===== config.mk =====
export PLATFORM = sky130hd
export DESIGN_NAME = vgo_ctrl
export DESIGN_NICKNAME = d
export VERILOG_FILES = /design/src/vgo_pkg.sv /design/src/vgo_ctrl.sv
export SDC_FILE = /design/constraint.sdc
export NUM_CORES = 1
export LEC_CHECK = 0
export ABC_AREA = 1
export BUFFER_PORTS_ARGS = -buffer_cell sky130_fd_sc_hd__clkbuf_2
export CAP_MARGIN = 15
export CELL_PAD_IN_SITES_DETAIL_PLACEMENT = 0
export CELL_PAD_IN_SITES_GLOBAL_PLACEMENT = 2
export CORE_AREA = 8 8 358 360
export CTS_BUF_LIST = sky130_fd_sc_hd__clkbuf_2 sky130_fd_sc_hd__clkbuf_4 sky130_fd_sc_hd__clkbuf_8
export CTS_CLUSTER_SIZE = 20
export DETAILED_ROUTE_END_ITERATION = 10
export DIE_AREA = 0 0 366 368
export HOLD_SLACK_MARGIN = 0.1
export PLACE_DENSITY_LB_ADDON = 0.05
export SYNTH_ARGS = -nofsm -noshare
export SYNTH_HDL_FRONTEND = slang
export SYNTH_SLANG_ARGS = --single-unit

===== constraint.sdc =====
create_clock -name pclk -period 5.15 [get_ports pclk]
set_clock_uncertainty 0.1 [all_clocks]
set_input_delay 0.2575 -clock pclk [delete_from_list [all_inputs] [get_ports pclk]]
set_output_delay 0.2575 -clock pclk [all_outputs]
set_load 0.1 [all_outputs]

===== src/vgo_pkg.sv =====
// Package: register map, reset values, timing and types for the video gain/offset controller
package vgo_pkg;
  localparam int NCH = 3;
  // Register indices; byte address is four times the index
  localparam logic [9:0] IDX_INPUT_CFG = 10'h005;
  localparam logic [9:0] IDX_OFFSET0 = 10'h009;
  localparam logic [9:0] IDX_OFFSET1 = 10'h00a;
  localparam logic [9:0] IDX_OFFSET2 = 10'h00b;
  localparam logic [9:0] IDX_LOWBITS_RANGE = 10'h00c;
  localparam logic [9:0] IDX_CLAMP_SRC = 10'h013;
  localparam logic [9:0] IDX_START_A = 10'h014;
  localparam logic [9:0] IDX_START_B = 10'h015;
  localparam logic [9:0] IDX_CLAMP_WIDTH = 10'h016;
  localparam logic [9:0] IDX_LOOP_CFG = 10'h017;
  localparam logic [9:0] IDX_GAIN0 = 10'h030;
  localparam logic [9:0] IDX_GAIN1 = 10'h031;
  localparam logic [9:0] IDX_GAIN2 = 10'h032;
  localparam logic [9:0] IDX_STATUS = 10'h038;
  localparam logic [9:0] IDX_DAC0 = 10'h039;
  localparam logic [9:0] IDX_DAC1 = 10'h03a;
  localparam logic [9:0] IDX_DAC2 = 10'h03b;
  // Field positions
  localparam int POS_COAST_CLAMP = 5;
  localparam int POS_RANGE = 0;
  localparam int POS_LOWBITS = 2;
  localparam int POS_SRC_LO = 4;
  localparam int POS_DISABLE = 0;
  localparam int POS_NSAMP = 2;
  localparam int POS_NLINE = 4;
  // Reset values
  localparam logic [7:0] RST_INPUT_CFG = 8'h00;
  localparam logic [7:0] RST_OFFSET = 8'h00;
  localparam logic [7:0] RST_LOWBITS_RANGE = 8'h00;
  localparam logic [7:0] RST_CLAMP_SRC = 8'h00;
  localparam logic [7:0] RST_START_A = 8'h00;
  localparam logic [7:0] RST_START_B = 8'h10;
  localparam logic [7:0] RST_CLAMP_WIDTH = 8'h08;
  localparam logic [7:0] RST_LOOP_CFG = 8'h30;
  localparam logic [7:0] RST_GAIN = 8'h55;
  // Converter code that the servo treats as black
  localparam logic [7:0] BLACK_TARGET = 8'h10;
  // Timing
  localparam longint CLK_HZ = 64'd25_000_000;
  localparam longint GAIN_TIMEOUT_MS = 64'd100;
  localparam longint GAIN_TIMEOUT_CYC = GAIN_TIMEOUT_MS * CLK_HZ / 64'd1000;
  localparam int FIFO_DEPTH = 16;

  typedef struct packed {
    logic [NCH-1:0][7:0] chan;
  } vgo_pix_t;

  typedef struct packed {
    logic [NCH-1:0][7:0] gain;
    logic [NCH-1:0][9:0] dac;
    logic range_half;
  } vgo_afe_t;
endpackage


===== src/vgo_ctrl.sv =====
// Video gain, offset and black-level servo controller with output FIFO
`timescale 1ns/100ps
`default_nettype none

module vgo_fifo #(
  parameter int WIDTH = 24,
  parameter int DEPTH = 16
) (
  input wire logic pclk,
  input wire logic presetn,
  input wire logic in_valid,
  output logic in_ready,
  input wire logic [WIDTH-1:0] in_data,
  output logic out_valid,
  input wire logic out_ready,
  output logic [WIDTH-1:0] out_data,
  output logic [$clog2(DEPTH):0] level
);
  localparam int AW = $clog2(DEPTH);
  logic [WIDTH-1:0] mem [DEPTH];
  logic [AW:0] wr_ff, rd_ff, nxt_wr, nxt_rd;
  logic push, pop;

  assign level = wr_ff - rd_ff;
  assign in_ready = (level != (AW+1)'(DEPTH));
  assign out_valid = (level != '0);
  assign out_data = mem[rd_ff[AW-1:0]];
  assign push = in_valid && in_ready;
  assign pop = out_valid && out_ready;

  always_comb begin
    nxt_wr = wr_ff + (AW+1)'(push);
    nxt_rd = rd_ff + (AW+1)'(pop);
  end

  always_ff @(posedge pclk or negedge presetn) begin
    if (!presetn) begin
      wr_ff <= '0;
      rd_ff <= '0;
    end else begin
      wr_ff <= nxt_wr;
      rd_ff <= nxt_rd;
    end
  end

  always_ff @(posedge pclk) begin
    if (push) begin
      mem[wr_ff[AW-1:0]] <= in_data;
    end
  end
endmodule

module vgo_ctrl #(
  parameter int GAIN_TIMEOUT = int'(vgo_pkg::GAIN_TIMEOUT_CYC)
) (
  input wire logic pclk,
  input wire logic presetn,
  input wire logic psel,
  input wire logic penable,
  input wire logic pwrite,
  input wire logic [11:0] paddr,
  input wire logic [31:0] pwdata,
  output logic [31:0] prdata,
  output logic pready,
  output logic pslverr,
  input wire logic hsync_in,
  input wire logic pll_coast_in,
  input wire logic ext_clamp_in,
  input wire logic adc_valid,
  output logic adc_ready,
  input wire vgo_pkg::vgo_pix_t adc_data,
  output logic pix_valid,
  input wire logic pix_ready,
  output vgo_pkg::vgo_pix_t pix_data,
  output vgo_pkg::vgo_afe_t afe_ctrl,
  output logic clamp_out
);
  typedef enum logic [1:0] {
    ST_IDLE = 2'b00,
    ST_MEAS = 2'b01,
    ST_UPDATE = 2'b10
  } vgo_state_t;

  localparam int NCH = vgo_pkg::NCH;

  // ---------------- Register file ----------------
  logic [7:0] cfg_ff, lowr_ff, src_ff, sta_ff, stb_ff, cwid_ff, loop_ff;
  logic [NCH-1:0][7:0] off_ff, gain_ff;
  logic [7:0] nxt_cfg, nxt_lowr, nxt_src, nxt_sta, nxt_stb, nxt_cwid, nxt_loop;
  logic [NCH-1:0][7:0] nxt_off, nxt_gain;
  logic wr_en, rd_hit, gain_wr;
  logic [9:0] idx;
  logic [4:0] fifo_level;
  vgo_state_t st_ff, nxt_st;

  assign idx = paddr[11:2];
  assign pready = 1'b1;
  assign wr_en = psel && penable && pwrite;

  always_comb begin
    rd_hit = 1'b1;
    prdata = 32'h0000_0000;
    unique case (idx)
      vgo_pkg::IDX_INPUT_CFG: prdata[7:0] = cfg_ff;
      vgo_pkg::IDX_OFFSET0: prdata[7:0] = off_ff[0];
      vgo_pkg::IDX_OFFSET1: prdata[7:0] = off_ff[1];
      vgo_pkg::IDX_OFFSET2: prdata[7:0] = off_ff[2];
      vgo_pkg::IDX_LOWBITS_RANGE: prdata[7:0] = lowr_ff;
      vgo_pkg::IDX_CLAMP_SRC: prdata[7:0] = src_ff;
      vgo_pkg::IDX_START_A: prdata[7:0] = sta_ff;
      vgo_pkg::IDX_START_B: prdata[7:0] = stb_ff;
      vgo_pkg::IDX_CLAMP_WIDTH: prdata[7:0] = cwid_ff;
      vgo_pkg::IDX_LOOP_CFG: prdata[7:0] = loop_ff;
      vgo_pkg::IDX_GAIN0: prdata[7:0] = gain_ff[0];
      vgo_pkg::IDX_GAIN1: prdata[7:0] = gain_ff[1];
      vgo_pkg::IDX_GAIN2: prdata[7:0] = gain_ff[2];
      vgo_pkg::IDX_STATUS: prdata[7:0] = {1'b0, st_ff, fifo_level};
      vgo_pkg::IDX_DAC0: prdata[9:0] = afe_ctrl.dac[0];
      vgo_pkg::IDX_DAC1: prdata[9:0] = afe_ctrl.dac[1];
      vgo_pkg::IDX_DAC2: prdata[9:0] = afe_ctrl.dac[2];
      default: rd_hit = 1'b0;
    endcase
  end

  assign pslverr = psel && penable && !rd_hit;

  always_comb begin
    nxt_cfg = cfg_ff;
    nxt_off = off_ff;
    nxt_lowr = lowr_ff;
    nxt_src = src_ff;
    nxt_sta = sta_ff;
    nxt_stb = stb_ff;
    nxt_cwid = cwid_ff;
    nxt_loop = loop_ff;
    nxt_gain = gain_ff;
    gain_wr = 1'b0;
    if (wr_en) begin
      unique case (idx)
        vgo_pkg::IDX_INPUT_CFG: nxt_cfg = pwdata[7:0];
        vgo_pkg::IDX_OFFSET0: nxt_off[0] = pwdata[7:0];
        vgo_pkg::IDX_OFFSET1: nxt_off[1] = pwdata[7:0];
        vgo_pkg::IDX_OFFSET2: nxt_off[2] = pwdata[7:0];
        vgo_pkg::IDX_LOWBITS_RANGE: nxt_lowr = pwdata[7:0];
        vgo_pkg::IDX_CLAMP_SRC: nxt_src = pwdata[7:0];
        vgo_pkg::IDX_START_A: nxt_sta = pwdata[7:0];
        vgo_pkg::IDX_START_B: nxt_stb = pwdata[7:0];
        vgo_pkg::IDX_CLAMP_WIDTH: nxt_cwid = pwdata[7:0];
        vgo_pkg::IDX_LOOP_CFG: nxt_loop = pwdata[7:0];
        vgo_pkg::IDX_GAIN0: begin
          nxt_gain[0] = pwdata[7:0];
          gain_wr = 1'b1;
        end
        vgo_pkg::IDX_GAIN1: begin
          nxt_gain[1] = pwdata[7:0];
          gain_wr = 1'b1;
        end
        vgo_pkg::IDX_GAIN2: begin
          nxt_gain[2] = pwdata[7:0];
          gain_wr = 1'b1;
        end
        default: gain_wr = 1'b0;
      endcase
    end
  end

  always_ff @(posedge pclk or negedge presetn) begin
    if (!presetn) begin
      cfg_ff <= vgo_pkg::RST_INPUT_CFG;
      off_ff <= {NCH{vgo_pkg::RST_OFFSET}};
      lowr_ff <= vgo_pkg::RST_LOWBITS_RANGE;
      src_ff <= vgo_pkg::RST_CLAMP_SRC;
      sta_ff <= vgo_pkg::RST_START_A;
      stb_ff <= vgo_pkg::RST_START_B;
      cwid_ff <= vgo_pkg::RST_CLAMP_WIDTH;
      loop_ff <= vgo_pkg::RST_LOOP_CFG;
      gain_ff <= {NCH{vgo_pkg::RST_GAIN}};
    end else begin
      cfg_ff <= nxt_cfg;
      off_ff <= nxt_off;
      lowr_ff <= nxt_lowr;
      src_ff <= nxt_src;
      sta_ff <= nxt_sta;
      stb_ff <= nxt_stb;
      cwid_ff <= nxt_cwid;
      loop_ff <= nxt_loop;
      gain_ff <= nxt_gain;
    end
  end

  logic servo_off, range_half, coast_clamp, ext_src;
  logic [15:0] start_pix;
  logic [2:0] nshift;
  logic [2:0] lshift;
  assign servo_off = loop_ff[vgo_pkg::POS_DISABLE];
  assign range_half = lowr_ff[vgo_pkg::POS_RANGE];
  assign coast_clamp = cfg_ff[vgo_pkg::POS_COAST_CLAMP];
  assign ext_src = |src_ff[vgo_pkg::POS_SRC_LO +: 2];
  assign start_pix = {sta_ff, stb_ff};
  // Sample count 4, 8, 16 or 32 pixels
  assign nshift = 3'(loop_ff[vgo_pkg::POS_NSAMP +: 2]) + 3'd2;
  assign lshift = loop_ff[vgo_pkg::POS_NLINE +: 3];

  // ---------------- Pin synchronisers and line timing ----------------
  logic [2:0] hs_sy_ff, co_sy_ff, ec_sy_ff;
  logic hs_ff, co_ff, ec_ff, ec_d_ff, line_coast_ff, clamp_ff;
  logic nxt_hs, nxt_co, nxt_ec, nxt_line_coast, nxt_clamp;
  logic [15:0] pix_cnt_ff, nxt_pix_cnt;
  logic hs_trail, pix_take, coasting;

  assign pix_take = adc_valid && adc_ready;

  always_comb begin
    // A change counts once the second and third stages agree
    nxt_hs = (hs_sy_ff[1] == hs_sy_ff[2]) ? hs_sy_ff[2] : hs_ff;
    nxt_co = (co_sy_ff[1] == co_sy_ff[2]) ? co_sy_ff[2] : co_ff;
    nxt_ec = (ec_sy_ff[1] == ec_sy_ff[2]) ? ec_sy_ff[2] : ec_ff;
    hs_trail = hs_ff && !nxt_hs;
    nxt_pix_cnt = pix_cnt_ff;
    if (hs_trail) begin
      nxt_pix_cnt = 16'h0000;
    end else if (pix_take && pix_cnt_ff != 16'hffff) begin
      nxt_pix_cnt = pix_cnt_ff + 16'h0001;
    end
    nxt_line_coast = hs_trail ? co_ff : (line_coast_ff || co_ff);
    nxt_clamp = (pix_cnt_ff >= start_pix)
      && ({1'b0, pix_cnt_ff} < {1'b0, start_pix} + 17'(cwid_ff));
  end

  assign coasting = !coast_clamp && (line_coast_ff || co_ff);
  assign clamp_out = ext_src ? ec_ff : clamp_ff;

  always_ff @(posedge pclk or negedge presetn) begin
    if (!presetn) begin
      hs_sy_ff <= 3'h0;
      co_sy_ff <= 3'h0;
      ec_sy_ff <= 3'h0;
      hs_ff <= 1'b0;
      co_ff <= 1'b0;
      ec_ff <= 1'b0;
      ec_d_ff <= 1'b0;
      line_coast_ff <= 1'b0;
      clamp_ff <= 1'b0;
      pix_cnt_ff <= 16'hffff;
    end else begin
      hs_sy_ff <= {hs_sy_ff[1:0], hsync_in};
      co_sy_ff <= {co_sy_ff[1:0], pll_coast_in};
      ec_sy_ff <= {ec_sy_ff[1:0], ext_clamp_in};
      hs_ff <= nxt_hs;
      co_ff <= nxt_co;
      ec_ff <= nxt_ec;
      ec_d_ff <= clamp_out;
      line_coast_ff <= nxt_line_coast;
      clamp_ff <= nxt_clamp;
      pix_cnt_ff <= nxt_pix_cnt;
    end
  end

  // ---------------- Gain loading ----------------
  logic pend_ff, nxt_pend, gain_load;
  logic [31:0] tmo_ff, nxt_tmo;
  logic [NCH-1:0][7:0] gapp_ff, nxt_gapp;

  always_comb begin
    gain_load = clamp_out && !ec_d_ff;
    // forced load when no clamp arrives in time
    if (pend_ff && tmo_ff >= 32'(GAIN_TIMEOUT - 1)) begin
      gain_load = 1'b1;
    end
    nxt_gapp = gain_load ? gain_ff : gapp_ff;
    nxt_pend = gain_wr || (pend_ff && !gain_load);
    nxt_tmo = (gain_load || !pend_ff) ? 32'h0000_0000 : tmo_ff + 32'h0000_0001;
  end

  always_ff @(posedge pclk or negedge presetn) begin
    if (!presetn) begin
      pend_ff <= 1'b0;
      tmo_ff <= 32'h0000_0000;
      gapp_ff <= {NCH{vgo_pkg::RST_GAIN}};
    end else begin
      pend_ff <= nxt_pend;
      tmo_ff <= nxt_tmo;
      gapp_ff <= nxt_gapp;
    end
  end

  // ---------------- Black-level servo ----------------
  logic [NCH-1:0][12:0] msum_ff, nxt_msum;
  logic [NCH-1:0][15:0] lacc_ff, nxt_lacc;
  logic [NCH-1:0][9:0] dac_ff, nxt_dac;
  logic [5:0] scnt_ff, nxt_scnt;
  logic [7:0] lcnt_ff, nxt_lcnt;
  logic [7:0] avg;
  logic signed [8:0] err;
  logic signed [15:0] mean;
  logic signed [19:0] corr;

  always_comb begin
    nxt_st = st_ff;
    nxt_msum = msum_ff;
    nxt_lacc = lacc_ff;
    nxt_dac = dac_ff;
    nxt_scnt = scnt_ff;
    nxt_lcnt = lcnt_ff;
    avg = 8'h00;
    err = 9'sh000;
    mean = 16'sh0000;
    corr = 20'sh00000;
    unique case (st_ff)
      ST_IDLE: begin
        // start sampling at the start pixel of each line unless the PLL is coasting
        if (!servo_off && pix_take && pix_cnt_ff == start_pix && !coasting) begin
          nxt_st = ST_MEAS;
          nxt_scnt = 6'h00;
          nxt_msum = '0;
        end
      end
      ST_MEAS: begin
        if (servo_off || hs_trail || coasting) begin
          nxt_st = ST_IDLE;
        end else if (pix_take) begin
          // each channel's samples feed the sum
          for (int c = 0; c < NCH; c++) begin
            nxt_msum[c] = msum_ff[c] + 13'(adc_data.chan[c]);
          end
          nxt_scnt = scnt_ff + 6'h01;
          if (nxt_scnt == 6'(1 << nshift)) begin
            nxt_st = ST_UPDATE;
          end
        end
      end
      ST_UPDATE: begin
        nxt_st = ST_IDLE;
        nxt_lcnt = lcnt_ff + 8'h01;
        for (int c = 0; c < NCH; c++) begin
          avg = 8'(msum_ff[c] >> nshift);
          err = $signed({1'b0, avg}) - $signed({1'b0, vgo_pkg::BLACK_TARGET});
          nxt_lacc[c] = lacc_ff[c] + 16'(err);
          // after the selected line count, update the DAC
          if (nxt_lcnt == 8'(1 << lshift)) begin
            mean = $signed(nxt_lacc[c]) >>> lshift;
            // four DAC codes per unit of mean error, eight in half range
            corr = range_half ? 20'(mean) <<< 3 : 20'(mean) <<< 2;
            corr = 20'($signed(dac_ff[c])) - corr;
            if (corr > 20'sd511) begin
              nxt_dac[c] = 10'h1ff;
            end else if (corr < -20'sd512) begin
              nxt_dac[c] = 10'h200;
            end else begin
              nxt_dac[c] = corr[9:0];
            end
            nxt_lacc[c] = 16'h0000;
          end
        end
        if (nxt_lcnt == 8'(1 << lshift)) begin
          nxt_lcnt = 8'h00;
        end
      end
      default: nxt_st = ST_IDLE;
    endcase
    // line accumulators, line count and DAC held clear while disabled
    if (servo_off) begin
      nxt_lacc = '0;
      nxt_lcnt = 8'h00;
      nxt_dac = '0;
    end
  end

  always_ff @(posedge pclk or negedge presetn) begin
    if (!presetn) begin
      st_ff <= ST_IDLE;
      msum_ff <= '0;
      lacc_ff <= '0;
      dac_ff <= '0;
      scnt_ff <= 6'h00;
      lcnt_ff <= 8'h00;
    end else begin
      st_ff <= nxt_st;
      msum_ff <= nxt_msum;
      lacc_ff <= nxt_lacc;
      dac_ff <= nxt_dac;
      scnt_ff <= nxt_scnt;
      lcnt_ff <= nxt_lcnt;
    end
  end

  // ---------------- Analog front-end controls ----------------
  vgo_pkg::vgo_afe_t afe_ff, nxt_afe;

  always_comb begin
    // gain code passed unchanged; 85 is unity
    nxt_afe.gain = gapp_ff;
    nxt_afe.range_half = range_half;
    for (int c = 0; c < NCH; c++) begin
      // manual DAC from offset and low bits when servo is off
      nxt_afe.dac[c] = servo_off ? {off_ff[c], lowr_ff[vgo_pkg::POS_LOWBITS + 2*c +: 2]}
                                 : dac_ff[c];
    end
  end

  always_ff @(posedge pclk or negedge presetn) begin
    if (!presetn) begin
      afe_ff <= '0;
    end else begin
      afe_ff <= nxt_afe;
    end
  end

  assign afe_ctrl = afe_ff;

  // ---------------- Pixel path ----------------
  vgo_pkg::vgo_pix_t adj;
  logic signed [9:0] sum;

  always_comb begin
    sum = 10'sh000;
    for (int c = 0; c < NCH; c++) begin
      // digital offset only while the servo runs
      sum = $signed({2'b00, adc_data.chan[c]})
        + (servo_off ? 10'sh000 : 10'($signed(off_ff[c])));
      if (sum < 10'sh000) begin
        adj.chan[c] = 8'h00;
      end else if (sum > 10'sh0ff) begin
        adj.chan[c] = 8'hff;
      end else begin
        adj.chan[c] = sum[7:0];
      end
    end
  end

  vgo_fifo #(
    .WIDTH($bits(vgo_pkg::vgo_pix_t)),
    .DEPTH(vgo_pkg::FIFO_DEPTH)
  ) u_fifo (
    .pclk(pclk),
    .presetn(presetn),
    .in_valid(adc_valid),
    .in_ready(adc_ready),
    .in_data(adj),
    .out_valid(pix_valid),
    .out_ready(pix_ready),
    .out_data(pix_data),
    .level(fifo_level)
  );
endmodule

`default_nettype wire


==> metrics <==
outcome complete, but fails checks; failing checks setup timing; RSZ-0062 raised after global routing yes; design area 56400 um^2; Seq cells post-synth 771; ranking of synthesized cells by area edfxtp_1, dfrtp_1, nand2_1; global-route wire length before repair ~230000 um; GRT Util Overall 0.224; final setup violation count 26; Layout area overhead 28.8%; core area 123000 um^2; vias in the first global route around 38k; Final nets around 6.1k; post-synth top area share 0.263; max cap viols 0; Post-synth EDFFs about 380; top cell types by occurrence after synthesis nand2_1, nor2_1, nand3_1, o21ai_0, inv_1; crit path capture dac_ff[22]; top_reg_cell synth edfxtp_1; Hold Path Class flop to flop; synth unique cells 72; drt first pass iters 7; TritonCTS clock tree yes; Top cell by count, worst path nand2_1; Final Hold Viols 0; relative slew slack 0.243; Fmax around 0.19 GHz; Final WS setup -200 ps; DRC 0; post-layout min period between 5000 and 6000 ps; Tot Pwr 30.1 mW; Port Buf Inserts roughly 140; io pins between 150 and 200; Syn Area/Cell about 8.5 um^2; Routed Antenna Nets 0; Initial DRC Count approximately 2.5k; DP Worst Slack -691 ps; Async SR Flop Fraction 0.502; CP Launch Point loop_ff[2]; final RePlAce weighted congestion 0.866; Initial Utilization 0.357; share of cells above drive strength 1 0.267; die area ~130000 um^2; largest net degree at the start of global routing roughly 170; Longest Clk Path Bufs 3; WL per Instance between 20 and 25 um; worst-skew pair later-pin latency slightly above 800 ps; RR Startpoint loop_ff[2]; Max stage delay on crit path approximately 500 ps; cts bufs inserted around 140; maximum vdd drop 666 uV; Worst Setup End Kind flop; most numerous cell in the Yosys netlist nand2_1; fin crit share 1.04; Die Y 368 um; # clock sinks about 770; R2R Path End dac_ff[22]; Rows 129; CP arrival roughly 6000 ps; Synth Cell Area between 40000 and 50000 um^2; Die Width about 370 um; Clock H-tree levels 4; Pwr Density ~530 nW/um^2; Critical Path Source Type flop; Syn. warnings 0; r2r setup slk -200 ps; wirelength, routed approximately 160000 um; GRT overflow 0; clock slew at reported path FFs about 60 ps; Data required, critical path ~5800 ps; post-synth top area cell edfxtp_1; synthesized instance count 5123; initial antenna violation count 5; leakage power 24.8 nW; slew at the pin with the worst max-slew slack roughly 1100 ps; Via density 5.10; worst hold slack around 250 ps; Final Slew Violations 0; CP Class flop to flop; slowest CP cell dfrtp_2; DR vias between 30k and 40k; worst-path fanout max 11; sequential share of the synthesized area 0.486; Post-DP Area slightly below 50000 um^2; dpl hpwl roughly 110000 um; reg2reg path depth 32; clk root buf clkbuf_8
==> state kept, by name, indices dropped and copies added, names as in the netlist, 16 cells and up <==
signal	cells
u_fifo.mem	384
afe_ctrl	55
lacc_ff	48
msum_ff	39
tmo_ff	32
dac_ff	27
gain_ff	24
gapp_ff	24
off_ff	24
pix_cnt_ff	16
==> per-layer routing <==
metal  vias up  GRT usage  wire length, um
li1      18800          -                -
met1     18400      0.292            69700
met2       785      0.386            76300
met3       259     0.0296             5980
met4         2     0.0712             4950
met5         -          0                7
==> report_power, final <==
group	switching (mW)	leakage [nW]	internal (mW)
clock	2.77	1.60	3.53
sequential	0.384	8.55	7.15
combinational	10.4	14.6	5.84
==> worst min-delay path by stage <==
| stage | from | endpoint | slack [ps] | cells after the start |
|---|---|---|---|---|
| after floorplan | presetn | afe_ctrl[0] | -140 | 0 |
| after global placement | presetn | lacc_ff[26] | 130 | 1 |
| after detailed placement | presetn | lacc_ff[28] | 130 | 1 |
| after CTS | paddr[3] | sta_ff[5] | 160 | 6 |
| after global routing | penable | pend_ff | 260 | 4 |
| final | ec_sy_ff[0] | ec_sy_ff[1] | 250 | 0 |
==> through the flow <==
step	setup TNS, ps	std cells	util
6_report	-2560	7508	0.460
5_1_grt	-12200	7504	0.460
4_1_cts	-3960	7476	0.439
3_5_place_dp	-15260	7166	0.402
3_3_place_gp	-14430	7166	0.402
2_1_floorplan	0	5154	-
==> logic make-up (layout without fill, tap and decap cells) <==
| group | count (synthesis) | after routing | share of synthesized area |
|---|---|---|---|
| adder cells (fa/ha/maj) | 219 | 219 | 0.0648 |
| XOR/XNOR | 141 | 141 | 0.0285 |
| other | 2 | 39 | 0.000171 |
| AO/OA/AOI/OAI | 985 | 985 | 0.133 |
| buffers and inverters | 668 | 1379 | 0.0613 |
| flip-flops | 771 | 771 | 0.486 |
| AND/OR/NAND/NOR | 2329 | 2329 | 0.225 |
| multiplexers | 8 | 8 | 0.00183 |
==> worst max-delay path: cells and delay by family (launching register included) <==
family                   cells  cell delay [ps]
flip-flops                   1              490
AND/OR/NAND/NOR             14             1630
adder cells (fa/ha/maj)      2              600
XOR/XNOR                     2              460
AO/OA/AOI/OAI                6              960
buffers and inverters        8             1000
==> what timing repair did <==
action                     CTS  global route
pin swaps                   47           216
resized for setup          181           554
setup endpoints to repair   27            27
hold buffers                50             0
hold endpoints to repair   504             0
gates cloned                 0             2
buffers inserted             8            23
==> layout make-up <==
| cell class | count | area (um^2) |
|---|---|---|
| clock inverters | 47 | 480 |
| multi-input cells | 3715 | 23200 |
| inverters | 458 | 1750 |
| fillers | 12200 | 66200 |
| diodes | 6 | 15.0 |
| repair buffers | 669 | 5080 |
| flip-flops and latches | 771 | 21300 |
| clock buffers | 205 | 2550 |
| well taps | 1637 | 2050 |
==> placed cells by master, fill, tap and decap left out, types with 33 or more instances in the layout <==
master         instances
nand2_1             1030
buf_4                445
inv_1                416
nor2_1               415
o21ai_0              406
edfxtp_1             384
dfrtp_1              337
nand3_1              328
nand2_2              174
clkbuf_8             162
clkbuf_2             143
a21oi_1              138
ha_1                 127
nand3_2              118
xor2_1               101
o22ai_1               81
ha_4                  67
nand4_1               51
dlygate4sd3_1         49
a21oi_2               48
a22o_1                47
o21ai_1               44
nor3_1                44
dfstp_2               44
clkbuf_4              43
o221ai_1              39
o211ai_1              37
nor2_4                34
nor2_2                33
conb_1                33
(Power assumes the default switching activity.)
